[src/hw/err_route_pkg.sv]
// Constants for the error message routing block
package err_route_pkg;
	localparam int REG_W = 16;
	localparam int ADDR_W = 8;
	localparam logic [7:0] SYSERR_EN_OFFSET = 8'hCA;
	localparam logic [7:0] MGMT_EN_OFFSET = 8'hCC;
	localparam logic [15:0] SYSERR_EN_RESET = 16'h0000;
	localparam logic [15:0] MGMT_EN_RESET = 16'h0000;
	localparam logic [15:0] SYSERR_EN_WMASK = 16'h0A03;
	localparam logic [15:0] MGMT_EN_WMASK = 16'h0803;
	localparam logic [15:0] STATUS_MASK = 16'h0A03;
	localparam logic [15:0] STATUS_RESET = 16'h0000;
	localparam int THERMAL_BIT = 11;
	localparam int LOCK_BIT = 9;
	localparam int MULTIBIT_BIT = 1;
	localparam int SINGLEBIT_BIT = 0;
	localparam int NUM_SRC = 4;
	localparam logic [1:0] MSG_SYSERR = 2'h1;
	localparam logic [1:0] MSG_MGMT = 2'h2;
	localparam logic [1:0] MSG_NONE = 2'h0;
endpackage : err_route_pkg

[src/hw/msg_req_if.sv]
// Request handshake between event capture and the message sender
`timescale 1ns/10ps
`default_nettype none
interface msg_req_if;
	logic valid;
	logic ready;
	logic [1:0] kind;
	modport src (output valid, output kind, input ready);
	modport snk (input valid, input kind, output ready);
endinterface : msg_req_if
`default_nettype wire

[src/hw/error_message_routing.sv]
// Error status capture and system-error / management-interrupt message routing
`timescale 1ns/10ps
`default_nettype none
//Function
// Errors leave as link messages, no pin
// Enabled flag set sends system-error message
// Command-register global enable gates system-error messages
// Bit 11 enables thermal system-error message
// Software avoids both thermal reports at once
// Bit 9 enables non-DRAM lock system-error
// Bit 1 enables multibit ECC system-error
// Bit 0 enables single-bit ECC system-error
// Without ECC, software clears ECC enables
// Mgmt bit 11 enables thermal interrupt message
// One thermal trip gives one message
// Mgmt bit 1 enables multibit ECC interrupt
// Mgmt bit 0 enables single-bit ECC interrupt
// Software enables one report type only
// Enables reset zero, reserved bits read zero
// Mgmt reserved bits read zero, ignore writes
// Thermal flag set blocks further thermal messages
// Flags sticky, write-one clear, power-good reset
// Message once per flag rising edge
module error_message_routing
	import err_route_pkg::*;
(
	input wire logic clk_in,
	input wire logic srst_in,
	input wire logic pwrgood_rst_in,
	input wire logic ce_in,
	input wire logic cfg_wr_in,
	input wire logic cfg_rd_in,
	input wire logic [ADDR_W-1:0] cfg_addr_in,
	input wire logic [1:0] cfg_be_in,
	input wire logic [REG_W-1:0] cfg_wdata_in,
	output logic [REG_W-1:0] cfg_rdata_out,
	input wire logic status_clr_in,
	input wire logic [REG_W-1:0] status_clr_data_in,
	output logic [REG_W-1:0] error_status_flags_out,
	input wire logic syserr_global_en_in,
	input wire logic thermal_trip_in,
	input wire logic nondram_lock_in,
	input wire logic multibit_ecc_in,
	input wire logic singlebit_ecc_in,
	output logic link_valid_out,
	output logic [1:0] link_kind_out,
	input wire logic link_ready_in
);
	logic [REG_W-1:0] system_error_report_enable_ff;
	logic [REG_W-1:0] nxt_syserr_en;
	logic [REG_W-1:0] mgmt_interrupt_report_enable_ff;
	logic [REG_W-1:0] nxt_mgmt_en;
	logic [REG_W-1:0] status_ff;
	logic [REG_W-1:0] nxt_status;
	logic [REG_W-1:0] rdata_ff;
	logic [REG_W-1:0] nxt_rdata;
	logic [NUM_SRC-1:0] pend_syserr_ff;
	logic [NUM_SRC-1:0] nxt_pend_syserr;
	logic [NUM_SRC-1:0] pend_mgmt_ff;
	logic [NUM_SRC-1:0] nxt_pend_mgmt;
	logic [REG_W-1:0] evt;
	logic [REG_W-1:0] wmask;
	logic [REG_W-1:0] rise;
	logic [NUM_SRC-1:0] src_rise;
	logic [NUM_SRC-1:0] src_syserr_en;
	logic [NUM_SRC-1:0] src_mgmt_en;
	logic thermal_ok;
	logic take;
	logic take_mgmt;
	msg_req_if req ();

	localparam int SRC_BIT [NUM_SRC] = '{SINGLEBIT_BIT, MULTIBIT_BIT, LOCK_BIT, THERMAL_BIT};

	assign error_status_flags_out = status_ff;
	assign cfg_rdata_out = rdata_ff;
	assign wmask = {{8{cfg_be_in[1]}}, {8{cfg_be_in[0]}}};

	// A thermal trip is captured only when some report is enabled and the flag is clear
	assign thermal_ok = !status_ff[THERMAL_BIT] &&
		(system_error_report_enable_ff[THERMAL_BIT] ||
		mgmt_interrupt_report_enable_ff[THERMAL_BIT]);

	always_comb
	begin
		evt = '0;
		evt[THERMAL_BIT] = thermal_trip_in && thermal_ok;
		evt[LOCK_BIT] = nondram_lock_in;
		evt[MULTIBIT_BIT] = multibit_ecc_in;
		evt[SINGLEBIT_BIT] = singlebit_ecc_in;
		rise = evt & ~status_ff;
	end

	genvar g;
	generate
		for (g = 0; g < NUM_SRC; g++)
		begin : gen_src
			assign src_rise[g] = rise[SRC_BIT[g]];
			assign src_syserr_en[g] = system_error_report_enable_ff[SRC_BIT[g]];
			assign src_mgmt_en[g] = (SRC_BIT[g] != LOCK_BIT) &&
				mgmt_interrupt_report_enable_ff[SRC_BIT[g]];
		end
	endgenerate

	// A write-one clear wins over a repeat event on a set flag, so that event is not recorded
	always_comb
	begin
		nxt_status = (status_ff & ~(status_clr_in ? status_clr_data_in : '0)) | rise;
		nxt_status = nxt_status & STATUS_MASK;
	end

	always_comb
	begin
		nxt_syserr_en = system_error_report_enable_ff;
		nxt_mgmt_en = mgmt_interrupt_report_enable_ff;
		nxt_rdata = '0;
		if (cfg_wr_in && cfg_addr_in == SYSERR_EN_OFFSET)
			nxt_syserr_en = ((system_error_report_enable_ff & ~wmask) |
				(cfg_wdata_in & wmask)) & SYSERR_EN_WMASK;
		if (cfg_wr_in && cfg_addr_in == MGMT_EN_OFFSET)
			nxt_mgmt_en = ((mgmt_interrupt_report_enable_ff & ~wmask) |
				(cfg_wdata_in & wmask)) & MGMT_EN_WMASK;
		if (cfg_rd_in && cfg_addr_in == SYSERR_EN_OFFSET)
			nxt_rdata = system_error_report_enable_ff & SYSERR_EN_WMASK;
		else if (cfg_rd_in && cfg_addr_in == MGMT_EN_OFFSET)
			nxt_rdata = mgmt_interrupt_report_enable_ff & MGMT_EN_WMASK;
	end

	// Pending bits queue messages since the link accepts one at a time.
	// A thermal source sends system-error first and drops the other, so one trip is one message.
	assign take = req.valid && req.ready;
	assign take_mgmt = take && (req.kind == MSG_MGMT);

	always_comb
	begin
		nxt_pend_syserr = pend_syserr_ff;
		nxt_pend_mgmt = pend_mgmt_ff;
		if (take && !take_mgmt)
			nxt_pend_syserr = pend_syserr_ff & (pend_syserr_ff - 1'b1);
		if (take_mgmt)
			nxt_pend_mgmt = pend_mgmt_ff & (pend_mgmt_ff - 1'b1);
		nxt_pend_syserr = nxt_pend_syserr |
			(src_rise & src_syserr_en & {NUM_SRC{syserr_global_en_in}});
		nxt_pend_mgmt = nxt_pend_mgmt | (src_rise & src_mgmt_en &
			~(src_syserr_en & {NUM_SRC{syserr_global_en_in}} &
			(NUM_SRC'(1) << (NUM_SRC - 1))));
	end

	assign req.valid = (|pend_syserr_ff) || (|pend_mgmt_ff);
	assign req.kind = (|pend_syserr_ff) ? MSG_SYSERR : MSG_MGMT;

	always_ff @(posedge clk_in)
	begin
		if (srst_in)
		begin
			system_error_report_enable_ff <= SYSERR_EN_RESET;
			mgmt_interrupt_report_enable_ff <= MGMT_EN_RESET;
			rdata_ff <= '0;
			pend_syserr_ff <= '0;
			pend_mgmt_ff <= '0;
		end
		else if (ce_in)
		begin
			system_error_report_enable_ff <= nxt_syserr_en;
			mgmt_interrupt_report_enable_ff <= nxt_mgmt_en;
			rdata_ff <= nxt_rdata;
			pend_syserr_ff <= nxt_pend_syserr;
			pend_mgmt_ff <= nxt_pend_mgmt;
		end
	end

	// Flags survive ordinary reset; only power-good reset or a write-one clear clears them
	always_ff @(posedge clk_in)
	begin
		if (pwrgood_rst_in)
			status_ff <= STATUS_RESET;
		else if (ce_in)
			status_ff <= nxt_status;
	end

	msg_sender u_sender (
		.clk_in(clk_in),
		.srst_in(srst_in),
		.ce_in(ce_in),
		.req(req),
		.link_valid_out(link_valid_out),
		.link_kind_out(link_kind_out),
		.link_ready_in(link_ready_in)
	);

	AST_SYSERR_QUEUED: assert property (@(posedge clk_in) disable iff (srst_in)
		(ce_in && singlebit_ecc_in && !status_ff[SINGLEBIT_BIT] && syserr_global_en_in &&
		system_error_report_enable_ff[SINGLEBIT_BIT]) |=> pend_syserr_ff[0])
		else $error("Single-bit system-error not queued");
	AST_GLOBAL_GATE: assert property (@(posedge clk_in) disable iff (srst_in)
		(ce_in && !syserr_global_en_in && pend_syserr_ff == '0) |=> pend_syserr_ff == '0)
		else $error("System-error queued while globally disabled");
	AST_LOCK_QUEUED: assert property (@(posedge clk_in) disable iff (srst_in)
		(ce_in && nondram_lock_in && !status_ff[LOCK_BIT] && syserr_global_en_in &&
		system_error_report_enable_ff[LOCK_BIT]) |=> pend_syserr_ff[2])
		else $error("Lock system-error not queued");
	AST_MULTI_QUEUED: assert property (@(posedge clk_in) disable iff (srst_in)
		(ce_in && multibit_ecc_in && !status_ff[MULTIBIT_BIT] &&
		mgmt_interrupt_report_enable_ff[MULTIBIT_BIT]) |=> pend_mgmt_ff[1])
		else $error("Multibit interrupt not queued");
	AST_MULTI_SYSERR: assert property (@(posedge clk_in) disable iff (srst_in)
		(ce_in && multibit_ecc_in && !status_ff[MULTIBIT_BIT] && syserr_global_en_in &&
		system_error_report_enable_ff[MULTIBIT_BIT]) |=> pend_syserr_ff[1])
		else $error("Multibit system-error not queued");
	AST_SINGLE_MGMT: assert property (@(posedge clk_in) disable iff (srst_in)
		(ce_in && singlebit_ecc_in && !status_ff[SINGLEBIT_BIT] &&
		mgmt_interrupt_report_enable_ff[SINGLEBIT_BIT]) |=> pend_mgmt_ff[0])
		else $error("Single-bit interrupt not queued");
	AST_THERMAL_MGMT: assert property (@(posedge clk_in) disable iff (srst_in)
		(ce_in && thermal_trip_in && !status_ff[THERMAL_BIT] &&
		mgmt_interrupt_report_enable_ff[THERMAL_BIT] &&
		!(system_error_report_enable_ff[THERMAL_BIT] && syserr_global_en_in)) |=> pend_mgmt_ff[3])
		else $error("Thermal interrupt not queued");
	AST_THERMAL_ONE: assert property (@(posedge clk_in) disable iff (srst_in)
		!(pend_syserr_ff[3] && pend_mgmt_ff[3] && $rose(pend_mgmt_ff[3])))
		else $error("Thermal trip queued two messages");
	AST_THERMAL_BLOCK: assert property (@(posedge clk_in) disable iff (srst_in || pwrgood_rst_in)
		(ce_in && status_ff[THERMAL_BIT] && !(status_clr_in && status_clr_data_in[THERMAL_BIT]))
		|=> status_ff[THERMAL_BIT] && !$rose(pend_mgmt_ff[3]) && !$rose(pend_syserr_ff[3]))
		else $error("Thermal message while flag set");
	AST_STICKY: assert property (@(posedge clk_in) disable iff (pwrgood_rst_in)
		(ce_in && status_ff[LOCK_BIT] && !status_clr_in) |=> status_ff[LOCK_BIT])
		else $error("Status flag dropped without clear");
	AST_RESERVED_ZERO: assert property (@(posedge clk_in) disable iff (srst_in)
		((system_error_report_enable_ff & ~SYSERR_EN_WMASK) == '0 &&
		(mgmt_interrupt_report_enable_ff & ~MGMT_EN_WMASK) == '0))
		else $error("Reserved enable bit set");
	AST_ONCE: assert property (@(posedge clk_in) disable iff (srst_in)
		(status_ff[SINGLEBIT_BIT] && !pend_syserr_ff[0]) |=> !pend_syserr_ff[0])
		else $error("Repeat message while flag stays set");

	COV_SYSERR: cover property (@(posedge clk_in) link_valid_out && link_kind_out == MSG_SYSERR);
	COV_MGMT: cover property (@(posedge clk_in) link_valid_out && link_kind_out == MSG_MGMT);
	COV_BOTH_PEND: cover property (@(posedge clk_in) (|pend_syserr_ff) && (|pend_mgmt_ff));
	COV_CLR_SET: cover property (@(posedge clk_in) status_clr_in && |rise);
endmodule : error_message_routing
`default_nettype wire

[src/hw/msg_sender.sv]
// Sends one queued message per request onto the downstream link
`timescale 1ns/10ps
`default_nettype none
module msg_sender
	import err_route_pkg::*;
(
	input wire logic clk_in,
	input wire logic srst_in,
	input wire logic ce_in,
	msg_req_if.snk req,
	output logic link_valid_out,
	output logic [1:0] link_kind_out,
	input wire logic link_ready_in
);
	logic busy_ff;
	logic nxt_busy;
	logic [1:0] kind_ff;
	logic [1:0] nxt_kind;

	assign req.ready = !busy_ff;
	assign link_valid_out = busy_ff;
	assign link_kind_out = kind_ff;

	always_comb
	begin
		nxt_busy = busy_ff;
		nxt_kind = kind_ff;
		if (busy_ff && link_ready_in)
		begin
			nxt_busy = 1'b0;
			nxt_kind = MSG_NONE;
		end
		else if (!busy_ff && req.valid)
		begin
			nxt_busy = 1'b1;
			nxt_kind = req.kind;
		end
	end

	always_ff @(posedge clk_in)
	begin
		if (srst_in)
		begin
			busy_ff <= 1'b0;
			kind_ff <= MSG_NONE;
		end
		else if (ce_in)
		begin
			busy_ff <= nxt_busy;
			kind_ff <= nxt_kind;
		end
	end

	AST_KIND_HELD: assert property (@(posedge clk_in) disable iff (srst_in)
		(link_valid_out && !link_ready_in && ce_in) |=> $stable(link_kind_out) && link_valid_out)
		else $error("Link message changed before accept");
endmodule : msg_sender
`default_nettype wire

[config.mk]
export PLATFORM = sky130hd
export DESIGN_NAME = error_message_routing
export DESIGN_NICKNAME = d
export VERILOG_FILES = /design/src/hw/err_route_pkg.sv /design/src/hw/msg_req_if.sv /design/src/hw/error_message_routing.sv /design/src/hw/msg_sender.sv
export SDC_FILE = /design/constraint.sdc
export NUM_CORES = 1
export LEC_CHECK = 0
export ABC_AREA = 1
export BUFFER_PORTS_ARGS = -buffer_cell sky130_fd_sc_hd__buf_2
export CAP_MARGIN = 30
export CORE_ASPECT_RATIO = 0.5
export CORE_MARGIN = 1.5
export CORE_UTILIZATION = 31
export CTS_CLUSTER_DIAMETER = 30
export CTS_CLUSTER_SIZE = 20
export DETAILED_ROUTE_END_ITERATION = 8
export SLEW_MARGIN = 20
export SYNTH_ARGS = -nofsm -noshare
export SYNTH_HDL_FRONTEND = slang
export SYNTH_HIERARCHICAL = 1
export SYNTH_SLANG_ARGS = --single-unit
[constraint.sdc]
create_clock -name clk_in -period 1.5 [get_ports clk_in]
set_input_delay 0.075 -clock clk_in [delete_from_list [all_inputs] [get_ports clk_in]]
set_output_delay 0.075 -clock clk_in [all_outputs]
set_load 0.005 [all_outputs]
==> impl_results.rst, run 1 <==
.. list-table::
   :header-rows: 1

   * - Metric
     - Value
   * - Cell types occupying the most area after synthesis
     - sky130_fd_sc_hd__dfxtp_1 36%, sky130_fd_sc_hd__buf_4 12%, sky130_fd_sc_hd__nand2_1 11%
   * - Flip-flop and latch count after synthesis
     - 26
   * - Number of hold violations in the final report
     - 0
   * - Skew-Pair Late Insertion Delay
     - 0.27 ns
   * - Most used standard cells in the synthesized netlist
     - 44 x sky130_fd_sc_hd__nand2_1, 32 x sky130_fd_sc_hd__inv_1, 31 x sky130_fd_sc_hd__nor2_1
   * - Register area
     - around 520 µm²
   * - Post-CTS repair timing setup buffer count
     - 0
   * - Global-route wire length before repair
     - approximately 4.8 mm
   * - Post-Route WL
     - 2.93 mm
   * - Initial detailed-routing violation count
     - 22
   * - Critical Path Sink Type
     - register
   * - Maximum fanout encountered on the critical timing path
     - 3
   * - # rows
     - 17
   * - Pin count of the biggest net entering global routing
     - 19
   * - First drt pass iteration count
     - 4
   * - Area of the core
     - 4450 µm²
   * - TritonCTS clock tree
     - built
   * - Startpoint-to-endpoint class of the critical path
     - reg -> reg
   * - Startpoint of the most critical register-to-register path
     - pend_syserr_ff[0]
   * - Number of warnings reported in the yosys synthesis log
     - 6
   * - Final hold slack
     - 0.0643 ns
   * - Leading area contributor after synthesis
     - sky130_fd_sc_hd__dfxtp_1
   * - Post-route ant nets
     - 0
   * - Fraction of the yosys area taken by sequential cells
     - between 30% and 40%
   * - Number of maximum-capacitance constraint violations
     - 0
   * - Number of diodes
     - 0
   * - Top-count cell post-synth
     - sky130_fd_sc_hd__nand2_1
   * - Average cell area after synthesis
     - around 6.7 µm²
   * - Placer's final routability congestion estimate
     - ~0.81
   * - DR vias
     - 1,376
   * - Area enclosed by the die boundary
     - a little over 5000 µm²
   * - Number of antenna violations at the first check in global routing
     - 0
   * - Buffer type at the clock tree root
     - sky130_fd_sc_hd__clkbuf_8
   * - Status
     - completed
   * - Post-route minimum period
     - 1.17 ns
   * - Clock Skew
     - 0.00182 ns
   * - Crit start category
     - register
   * - Unrepaired setup endpoints after global routing
     - no
   * - Register-to-register setup slack
     - 0.33 ns
   * - Layout-stage area growth over the synthesis result
     - 15.6%
   * - Overflow left after global routing
     - 0
   * - Cells on worst reg2reg path
     - 6
   * - Total power draw
     - 1.23 mW
   * - Die Height
     - 51.5 µm
   * - DRC errors left
     - 0
   * - Width of the die
     - 99.9 µm
   * - Highest Clock Rate
     - ~850 MHz
   * - Clock slew seen by the registers of the worst setup and hold paths
     - 0.08 ns
   * - Detailed Place HPWL
     - approximately 2.4 mm
   * - Wire length per cell
     - roughly 9 µm
   * - Distinct cells, synth
     - 18
   * - Share of flip-flops with an asynchronous set or reset
     - 0%
   * - Post-synth top flop
     - sky130_fd_sc_hd__dfxtp_1
   * - Number of top-level pins
     - 90
   * - Cell count after synthesis
     - 219
   * - Number of cells on the worst hold path
     - 3
   * - Setup-violating endpoint count in the final report
     - 0
   * - Area fraction of the dominant cell type after synthesis
     - 35.7%
   * - Post-Syn Area
     - 1460 µm²
   * - Routed via count divided by cell count
     - 4.33
   * - Power density relative to cell area
     - ~730 nW/µm²
   * - Port Buf Inserts
     - ~40
   * - Level count of the clock H-tree
     - 1
   * - Total Negative Setup Slacks
     - 0 ns
   * - Destination of the worst register-to-register timing path
     - pend_mgmt_ff[2]
   * - Leakage power summed over all cells
     - between 0.8 and 0.9 nW
   * - Overall Global Routing Usage
     - about an eighth
   * - Post-CTS Resized
     - 0
   * - Hold path startpoint
     - cfg_wdata_in[9]
   * - Crit path required time
     - 1.67 ns
   * - Number of global-route vias before repair
     - 1,120
   * - Fraction of final layout cells sized beyond drive strength 1
     - between 20% and 30%
   * - Number of synthesized flops with an enable pin
     - 0
   * - Period utilization
     - 78.1%
   * - Multi-input combinational cell area
     - 708 µm²
   * - IR drop worst, VDD
     - roughly 0.27 mV
   * - Clock Sink Count
     - 26
   * - Data arrival time at the worst-slack endpoint
     - 1.34 ns
   * - Number of buffers inserted during clock tree synthesis
     - 3
   * - Buffer depth of the longest clock path
     - 2
   * - Filler Cell Count
     - 474
   * - Class of the tightest hold or removal check
     - in -> reg
   * - Initial Util
     - 32.8%
   * - Max-slew violation total from the final report
     - 0
   * - Net count of the finished layout
     - 318
stage by stage:
stage	setup slack [ns]	util, %	cell area [µm²]	instances
after global placement	0.350	36.7	1630	314
after detailed placement	0.327	36.7	1630	314
final	0.328	37.9	1680	318
after floorplan	0.437	-	1540	242
after global routing	0.147	37.9	1680	318
after CTS	0.320	37.7	1670	317
power breakdown:
group	internal, mW	switching, mW	leakage (nW)
clock	0.180	0.204	0.0216
sequential	0.698	0.00492	0.210
combinational	0.0555	0.0870	0.633
total	0.933	0.296	0.865
routing by layer:
| layer | up-vias | GRT usage [%] | wire (µm) |
|---|---|---|---|
| li1 | 722 | - | - |
| met1 | 597 | 14.9 | 1400 |
| met2 | 52 | 20.6 | 1280 |
| met3 | 5 | 3.01 | 199 |
| met4 | 0 | 4.93 | 51 |
| met5 | - | 0 | 0 |
repair_timing:
action / 4_1_cts / 5_1_grt
setup endpoints to repair: 0 / 0
hold buffers: 0 / 1
endpoints found under the hold margin: 0 / 1
logic make-up (layout without fill, tap and decap cells):
group / count (synthesis) / in the layout / share of synthesized area, %
and+or+nand+nor: 110 / 110 / 34.2
buffers and inverters: 59 / 78 / 21.6
DFF: 26 / 26 / 35.7
AOI/OAI and AO/OA: 23 / 23 / 8.25
other: 1 / 24 / 0.257
cell usage in the layout (no fill, tap or decap), types with 2 or more instances in the layout:
master,n
sky130_fd_sc_hd__nand3_2,2
sky130_fd_sc_hd__nor2_4,3
sky130_fd_sc_hd__a21oi_1,16
sky130_fd_sc_hd__nand4_1,4
sky130_fd_sc_hd__o211ai_1,2
sky130_fd_sc_hd__conb_1,24
sky130_fd_sc_hd__nor2_1,31
sky130_fd_sc_hd__buf_2,41
sky130_fd_sc_hd__o21ai_0,5
sky130_fd_sc_hd__nand2_1,44
sky130_fd_sc_hd__nand3_1,23
sky130_fd_sc_hd__dfxtp_1,26
sky130_fd_sc_hd__clkbuf_8,3
sky130_fd_sc_hd__inv_1,32
worst max path at each step:
stage	from	endpoint	slack, ns	cells past startpoint
finish	pend_syserr_ff[0]	pend_mgmt_ff[2]	0.33	6
detailed placement	u_sender/link_valid_out	pend_mgmt_ff[2]	0.33	6
global route	pend_syserr_ff[0]	pend_mgmt_ff[2]	0.15	6
floorplan	u_sender/link_valid_out	pend_mgmt_ff[2]	0.44	6
CTS	u_sender/link_valid_out	pend_mgmt_ff[2]	0.32	6
global placement	pend_syserr_ff[0]	pend_mgmt_ff[2]	0.35	6
critical path, stage by stage (launching register included):
cell	delay, ns
sky130_fd_sc_hd__dfxtp_1	0.33
sky130_fd_sc_hd__nor2_1	0.17
sky130_fd_sc_hd__nand3_1	0.10
sky130_fd_sc_hd__nor2_1	0.17
sky130_fd_sc_hd__nand2_1	0.09
sky130_fd_sc_hd__o211ai_1	0.16
sky130_fd_sc_hd__inv_1	0.05
cell type report:
class	count	share of cell area, %
repair buffers	43	13.2
multi-input cells	157	42.1
clock buffers	3	2.45
inverters	32	7.13
flip-flops and latches	26	30.9
well taps	57	4.23
Power figures use the tool's default switching activity.
==> inputs of run 2 (changes only) <==
--- a/config.mk
+++ b/config.mk
@@ -5,7 +5,7 @@
 export SDC_FILE = /design/constraint.sdc
 export NUM_CORES = 1
 export LEC_CHECK = 0
-export ABC_AREA = 1
+export ABC_AREA = 0
 export BUFFER_PORTS_ARGS = -buffer_cell sky130_fd_sc_hd__buf_2
 export CAP_MARGIN = 30
 export CORE_ASPECT_RATIO = 0.5
==> constraint.sdc (replaced) <==
create_clock -name clk_in -period 1.1 [get_ports clk_in]
set_input_delay 0.055 -clock clk_in [delete_from_list [all_inputs] [get_ports clk_in]]
set_output_delay 0.055 -clock clk_in [all_outputs]
set_load 0.005 [all_outputs]
==> run 2 against run 1 <==
  * The run now ends with setup timing left
  * Global-route usage grew 1.3 points
  * Sequential cell count is the same
  * Sequential power grew 36%
  * Largest power group unchanged
  * Register-to-register slack lost 0.95 ns
  * Critical path depth shrank 1
  * Combinational power grew 40%
  * Via count shrank 10%
  * Utilization grew 5.5 points
  * Synthesized cell count shrank 29%
  * Power grew 43%
  * Cell count shrank 17%
  * Non-clock buffer count grew 12
==> impl_results.rst, run 2 <==
.. list-table::
   :header-rows: 1

   * - Metric
     - Value
   * - Startpoint-to-endpoint class of the critical path
     - reg -> reg (unchanged)
   * - Overall Global Routing Usage
     - 13.5% (was 12.1%)
   * - First drt pass iteration count
     - 4 (unchanged)
   * - Share of flip-flops with an asynchronous set or reset
     - 0% (unchanged)
   * - Filler Cell Count
     - 412 (was 474)
   * - Unrepaired setup endpoints after global routing
     - yes (was no)
   * - Post-route minimum period
     - 1.72 ns (was 1.17 ns)
   * - Number of synthesized flops with an enable pin
     - 0 (unchanged)
   * - Hold path startpoint
     - link_ready_in (was cfg_wdata_in[9])
   * - Initial Util
     - 33.7% (was 32.8%)
   * - Failing checks
     - setup timing
   * - Number of cells on the worst hold path
     - 2 (was 3)
   * - Critical Path Sink Type
     - register (unchanged)
   * - Number of warnings reported in the yosys synthesis log
     - 6 (unchanged)
   * - Port Buf Inserts
     - 41 (unchanged)
   * - Destination of the worst register-to-register timing path
     - u_sender/link_kind_out[0] (was pend_mgmt_ff[2])
   * - Level count of the clock H-tree
     - 1 (unchanged)
   * - Global-route wire length before repair
     - 5.23 mm (was 4.82 mm)
   * - Register area
     - 523 µm² (was 520 µm²)
   * - Net count of the finished layout
     - 266 (was 318)
   * - Startpoint of the most critical register-to-register path
     - pend_syserr_ff[3] (was pend_syserr_ff[0])
   * - Die Height
     - 50.1 µm (was 51.5 µm)
   * - Crit start category
     - register (unchanged)
   * - # rows
     - 16 (was 17)
   * - Leakage power summed over all cells
     - 0.768 nW (was 0.865 nW)
   * - Crit path required time
     - 1.25 ns (was 1.67 ns)
   * - Commonest non-fill, non-tap cells in the layout
     - 41 x sky130_fd_sc_hd__buf_2, 24 x sky130_fd_sc_hd__dfxtp_1, 24 x sky130_fd_sc_hd__conb_1, 16 x sky130_fd_sc_hd__nand2b_1, 13 x sky130_fd_sc_hd__a21oi_1 (was 44 x sky130_fd_sc_hd__nand2_1, 41 x sky130_fd_sc_hd__buf_2, 32 x sky130_fd_sc_hd__inv_1, 31 x sky130_fd_sc_hd__nor2_1, 26 x sky130_fd_sc_hd__dfxtp_1)
   * - Status
     - complete, but fails checks (was completed)
   * - Pin count of the biggest net entering global routing
     - 21 (was 19)
   * - Setup-violating endpoint count in the final report
     - 8 (was 0)
   * - Top-count cell post-synth
     - sky130_fd_sc_hd__dfxtp_1 (was sky130_fd_sc_hd__nand2_1)
   * - Distinct cells, synth
     - 34 (was 18)
   * - Number of global-route vias before repair
     - 1,125 (was 1,120)
   * - Register-to-register setup slack
     - -0.62 ns (was 0.33 ns)
   * - End point of the most critical hold path
     - u_sender/link_valid_out
   * - Smallest setup slack after layout
     - -0.619 ns (was 0.328 ns)
   * - Internal power consumption
     - 1.36 mW (was 933 µW)
   * - Data arrival time at the worst-slack endpoint
     - 1.87 ns (was 1.34 ns)
   * - Clock Sink Count
     - 26 (unchanged)
   * - TritonCTS clock tree
     - built (unchanged)
   * - Number of buffers inserted during clock tree synthesis
     - 3 (unchanged)
   * - Post-route ant nets
     - 0 (unchanged)
   * - Number of top-level pins
     - 90 (unchanged)
   * - Class of the tightest hold or removal check
     - in -> reg (unchanged)
   * - Clock share of power
     - 34.3% (was 31.2%)
   * - Most frequent standard cell in the layout excluding fill and tap cells
     - sky130_fd_sc_hd__buf_2 (was sky130_fd_sc_hd__nand2_1)
   * - Number of diodes
     - 0 (unchanged)
   * - Period utilization
     - 156% (was 78.1%)
   * - Switching share of total power
     - 22.8% (was 24.1%)
   * - Combinational share of power
     - 11.4% (was 11.6%)
   * - Buffer type at the clock tree root
     - sky130_fd_sc_hd__clkbuf_8 (unchanged)
   * - Cells on worst reg2reg path
     - 5 (was 6)
   * - Width of the die
     - 97.2 µm (was 99.9 µm)
   * - Area enclosed by the die boundary
     - 4870 µm² (was 5140 µm²)
   * - Layout-stage area growth over the synthesis result
     - 28.8% (was 15.6%)
   * - Non-filler cells, final
     - 264 (was 318)
   * - Fraction of the yosys area taken by sequential cells
     - 37.9% (was 35.7%)
   * - Area fraction of the dominant cell type after synthesis
     - 37.9% (was 35.7%)
   * - Clock slew seen by the registers of the worst setup and hold paths
     - 0.09 ns (was 0.08 ns)
   * - Post-synth top flop
     - sky130_fd_sc_hd__dfxtp_1 (unchanged)
   * - Number of hold violations in the final report
     - 0 (unchanged)
   * - Overflow left after global routing
     - 0 (unchanged)
   * - Average cell area after synthesis
     - 8.81 µm² (was 6.65 µm²)
   * - Routed via count divided by cell count
     - 4.67 (was 4.33)
   * - Multi-input combinational cell area
     - 797 µm² (was 708 µm²)
   * - DRC errors left
     - 0 (unchanged)
   * - Skew-Pair Late Insertion Delay
     - 0.26 ns (was 0.27 ns)
   * - Placement-stage worst setup slack
     - -0.588 ns (was 0.327 ns)
   * - Leading area contributor after synthesis
     - sky130_fd_sc_hd__dfxtp_1 (unchanged)
   * - Count of placed standard cells including taps
     - 258 (was 314)
   * - Area of the core
     - 4080 µm² (was 4450 µm²)
   * - Detailed Place HPWL
     - 2.45 mm (was 2.37 mm)
   * - Clock Skew
     - 0.00314 ns (was 0.00182 ns)
   * - Number of maximum-capacitance constraint violations
     - 0 (unchanged)
   * - Switching power
     - 399 µW (was 296 µW)
   * - Most used standard cells in the synthesized netlist
     - 26 x sky130_fd_sc_hd__dfxtp_1, 24 x sky130_fd_sc_hd__buf_4, 16 x sky130_fd_sc_hd__nand2b_1 (was 44 x sky130_fd_sc_hd__nand2_1, 32 x sky130_fd_sc_hd__inv_1, 31 x sky130_fd_sc_hd__nor2_1)
   * - Number of antenna violations at the first check in global routing
     - 0 (unchanged)
   * - IR drop worst, VDD
     - 0.534 mV (was 0.272 mV)
   * - Fraction of final layout cells sized beyond drive strength 1
     - 34.3% (was 20.3%)
   * - Highest Clock Rate
     - 582 MHz (was 853 MHz)
   * - Cell types occupying the most area after synthesis
     - sky130_fd_sc_hd__dfxtp_1 38%, sky130_fd_sc_hd__buf_4 13%, sky130_fd_sc_hd__nand2b_1 7.3% (was sky130_fd_sc_hd__dfxtp_1 36%, sky130_fd_sc_hd__buf_4 12%, sky130_fd_sc_hd__nand2_1 11%)
   * - Post-Syn Area
     - 1380 µm² (was 1460 µm²)
   * - Final hold slack
     - 0.0163 ns (was 0.0643 ns)
   * - Post-Route WL
     - 3.18 mm (was 2.93 mm)
   * - Flip-flop and latch count after synthesis
     - 26 (unchanged)
   * - Wire length per cell
     - 12.1 µm (was 9.20 µm)
   * - DR vias
     - 1,233 (was 1,376)
   * - Placer's final routability congestion estimate
     - 0.728 (was 0.810)
   * - Buffer depth of the longest clock path
     - 2 (unchanged)
   * - Maximum fanout encountered on the critical timing path
     - 3 (unchanged)
   * - Flop pwr share
     - 54.3% (was 57.2%)
   * - Cell count after synthesis
     - 156 (was 219)
   * - Max-slew violation total from the final report
     - 0 (unchanged)
   * - Initial detailed-routing violation count
     - 44 (was 22)
   * - Power density relative to cell area
     - 991 nW/µm² (was 730 nW/µm²)
[run 2: cell count changes after synthesis, sizes merged, moves of 7 or more]
cell    change
nand2      -37
mux2i       +7
nand2b     +16
nand3      -18
nor2       -31
inv        -29
[run 2: routing by layer]
metal | global-route usage (%) | up-vias | routed length [µm]
li1 | - | 619 | -
met1 | 17.2 | 565 | 1510
met2 | 22.8 | 47 | 1470
met3 | 3.26 | 2 | 176
met4 | 3.86 | 0 | 27
met5 | 0 | - | 0
[run 2: per-stage QoR]
stage | setup TNS, ns | utilization, % | power [mW] | area (µm²)
floorplan | -2.76 | - | 1.12 | 1480
global placement | -2.71 | 40.0 | 1.16 | 1640
detailed placement | -2.80 | 40.0 | 1.16 | 1640
CTS | -2.88 | 41.9 | 1.77 | 1710
global route | -3.71 | 43.4 | 1.84 | 1770
finish | -3.34 | 43.4 | 1.75 | 1770
[run 2: critical path, stage by stage, from the launching register on]
cell and delay [ns]:
sky130_fd_sc_hd__dfxtp_2 0.33, sky130_fd_sc_hd__or4_4 0.53, sky130_fd_sc_hd__or3_4 0.35, sky130_fd_sc_hd__nor2b_4 0.14, sky130_fd_sc_hd__a32oi_1 0.18, sky130_fd_sc_hd__a21oi_1 0.08
[run 2: logic make-up (layout without fill, tap and decap cells)]
group	Yosys count	after routing	share of synthesized area [%]
compound gates	33	33	15.3
buf+inv	31	62	15.6
flops	26	26	37.9
mux	7	7	5.10
other cells	1	24	0.273
simple gates	58	58	25.9
[run 2: power by group through the flow]
stage | sequential, mW | combinational [mW] | clock, mW
after floorplan | 0.976 | 0.143 | 0
after global placement | 0.974 | 0.186 | 0
after detailed placement | 0.975 | 0.188 | 0
after CTS | 0.953 | 0.192 | 0.628
after global routing | 0.954 | 0.220 | 0.665
final | 0.953 | 0.199 | 0.603
[run 2: final cells by class]
class | count | share of cell area (%)
multi-input cells | 122 | 45.0
flip-flops and latches | 26 | 29.5
repair buffers | 55 | 17.9
well taps | 54 | 3.82
clock buffers | 4 | 3.11
inverters | 3 | 0.636
[run 2: how the worst max path moves through the flow]
| stage | from | end | slack (ns) | cells past startpoint |
|---|---|---|---|---|
| detailed placement | pend_syserr_ff[3] | u_sender/link_kind_out[0] | -0.59 | 5 |
| global route | pend_syserr_ff[3] | u_sender/link_kind_out[0] | -0.65 | 5 |
| floorplan | pend_syserr_ff[0] | u_sender/link_kind_out[0] | -0.66 | 6 |
| CTS | pend_syserr_ff[3] | u_sender/link_kind_out[0] | -0.60 | 5 |
| global placement | pend_syserr_ff[3] | u_sender/link_kind_out[0] | -0.56 | 5 |
| finish | pend_syserr_ff[3] | u_sender/link_kind_out[0] | -0.62 | 5 |
[run 2: timing repair]
action,in CTS,in global routing
cloned,0,0
hold buffers,1,0
setup endpoints to repair,7,9
endpoints found under the hold margin,4,0
pin swaps,0,6
gates resized for setup,2,10
buffers inserted,0,1
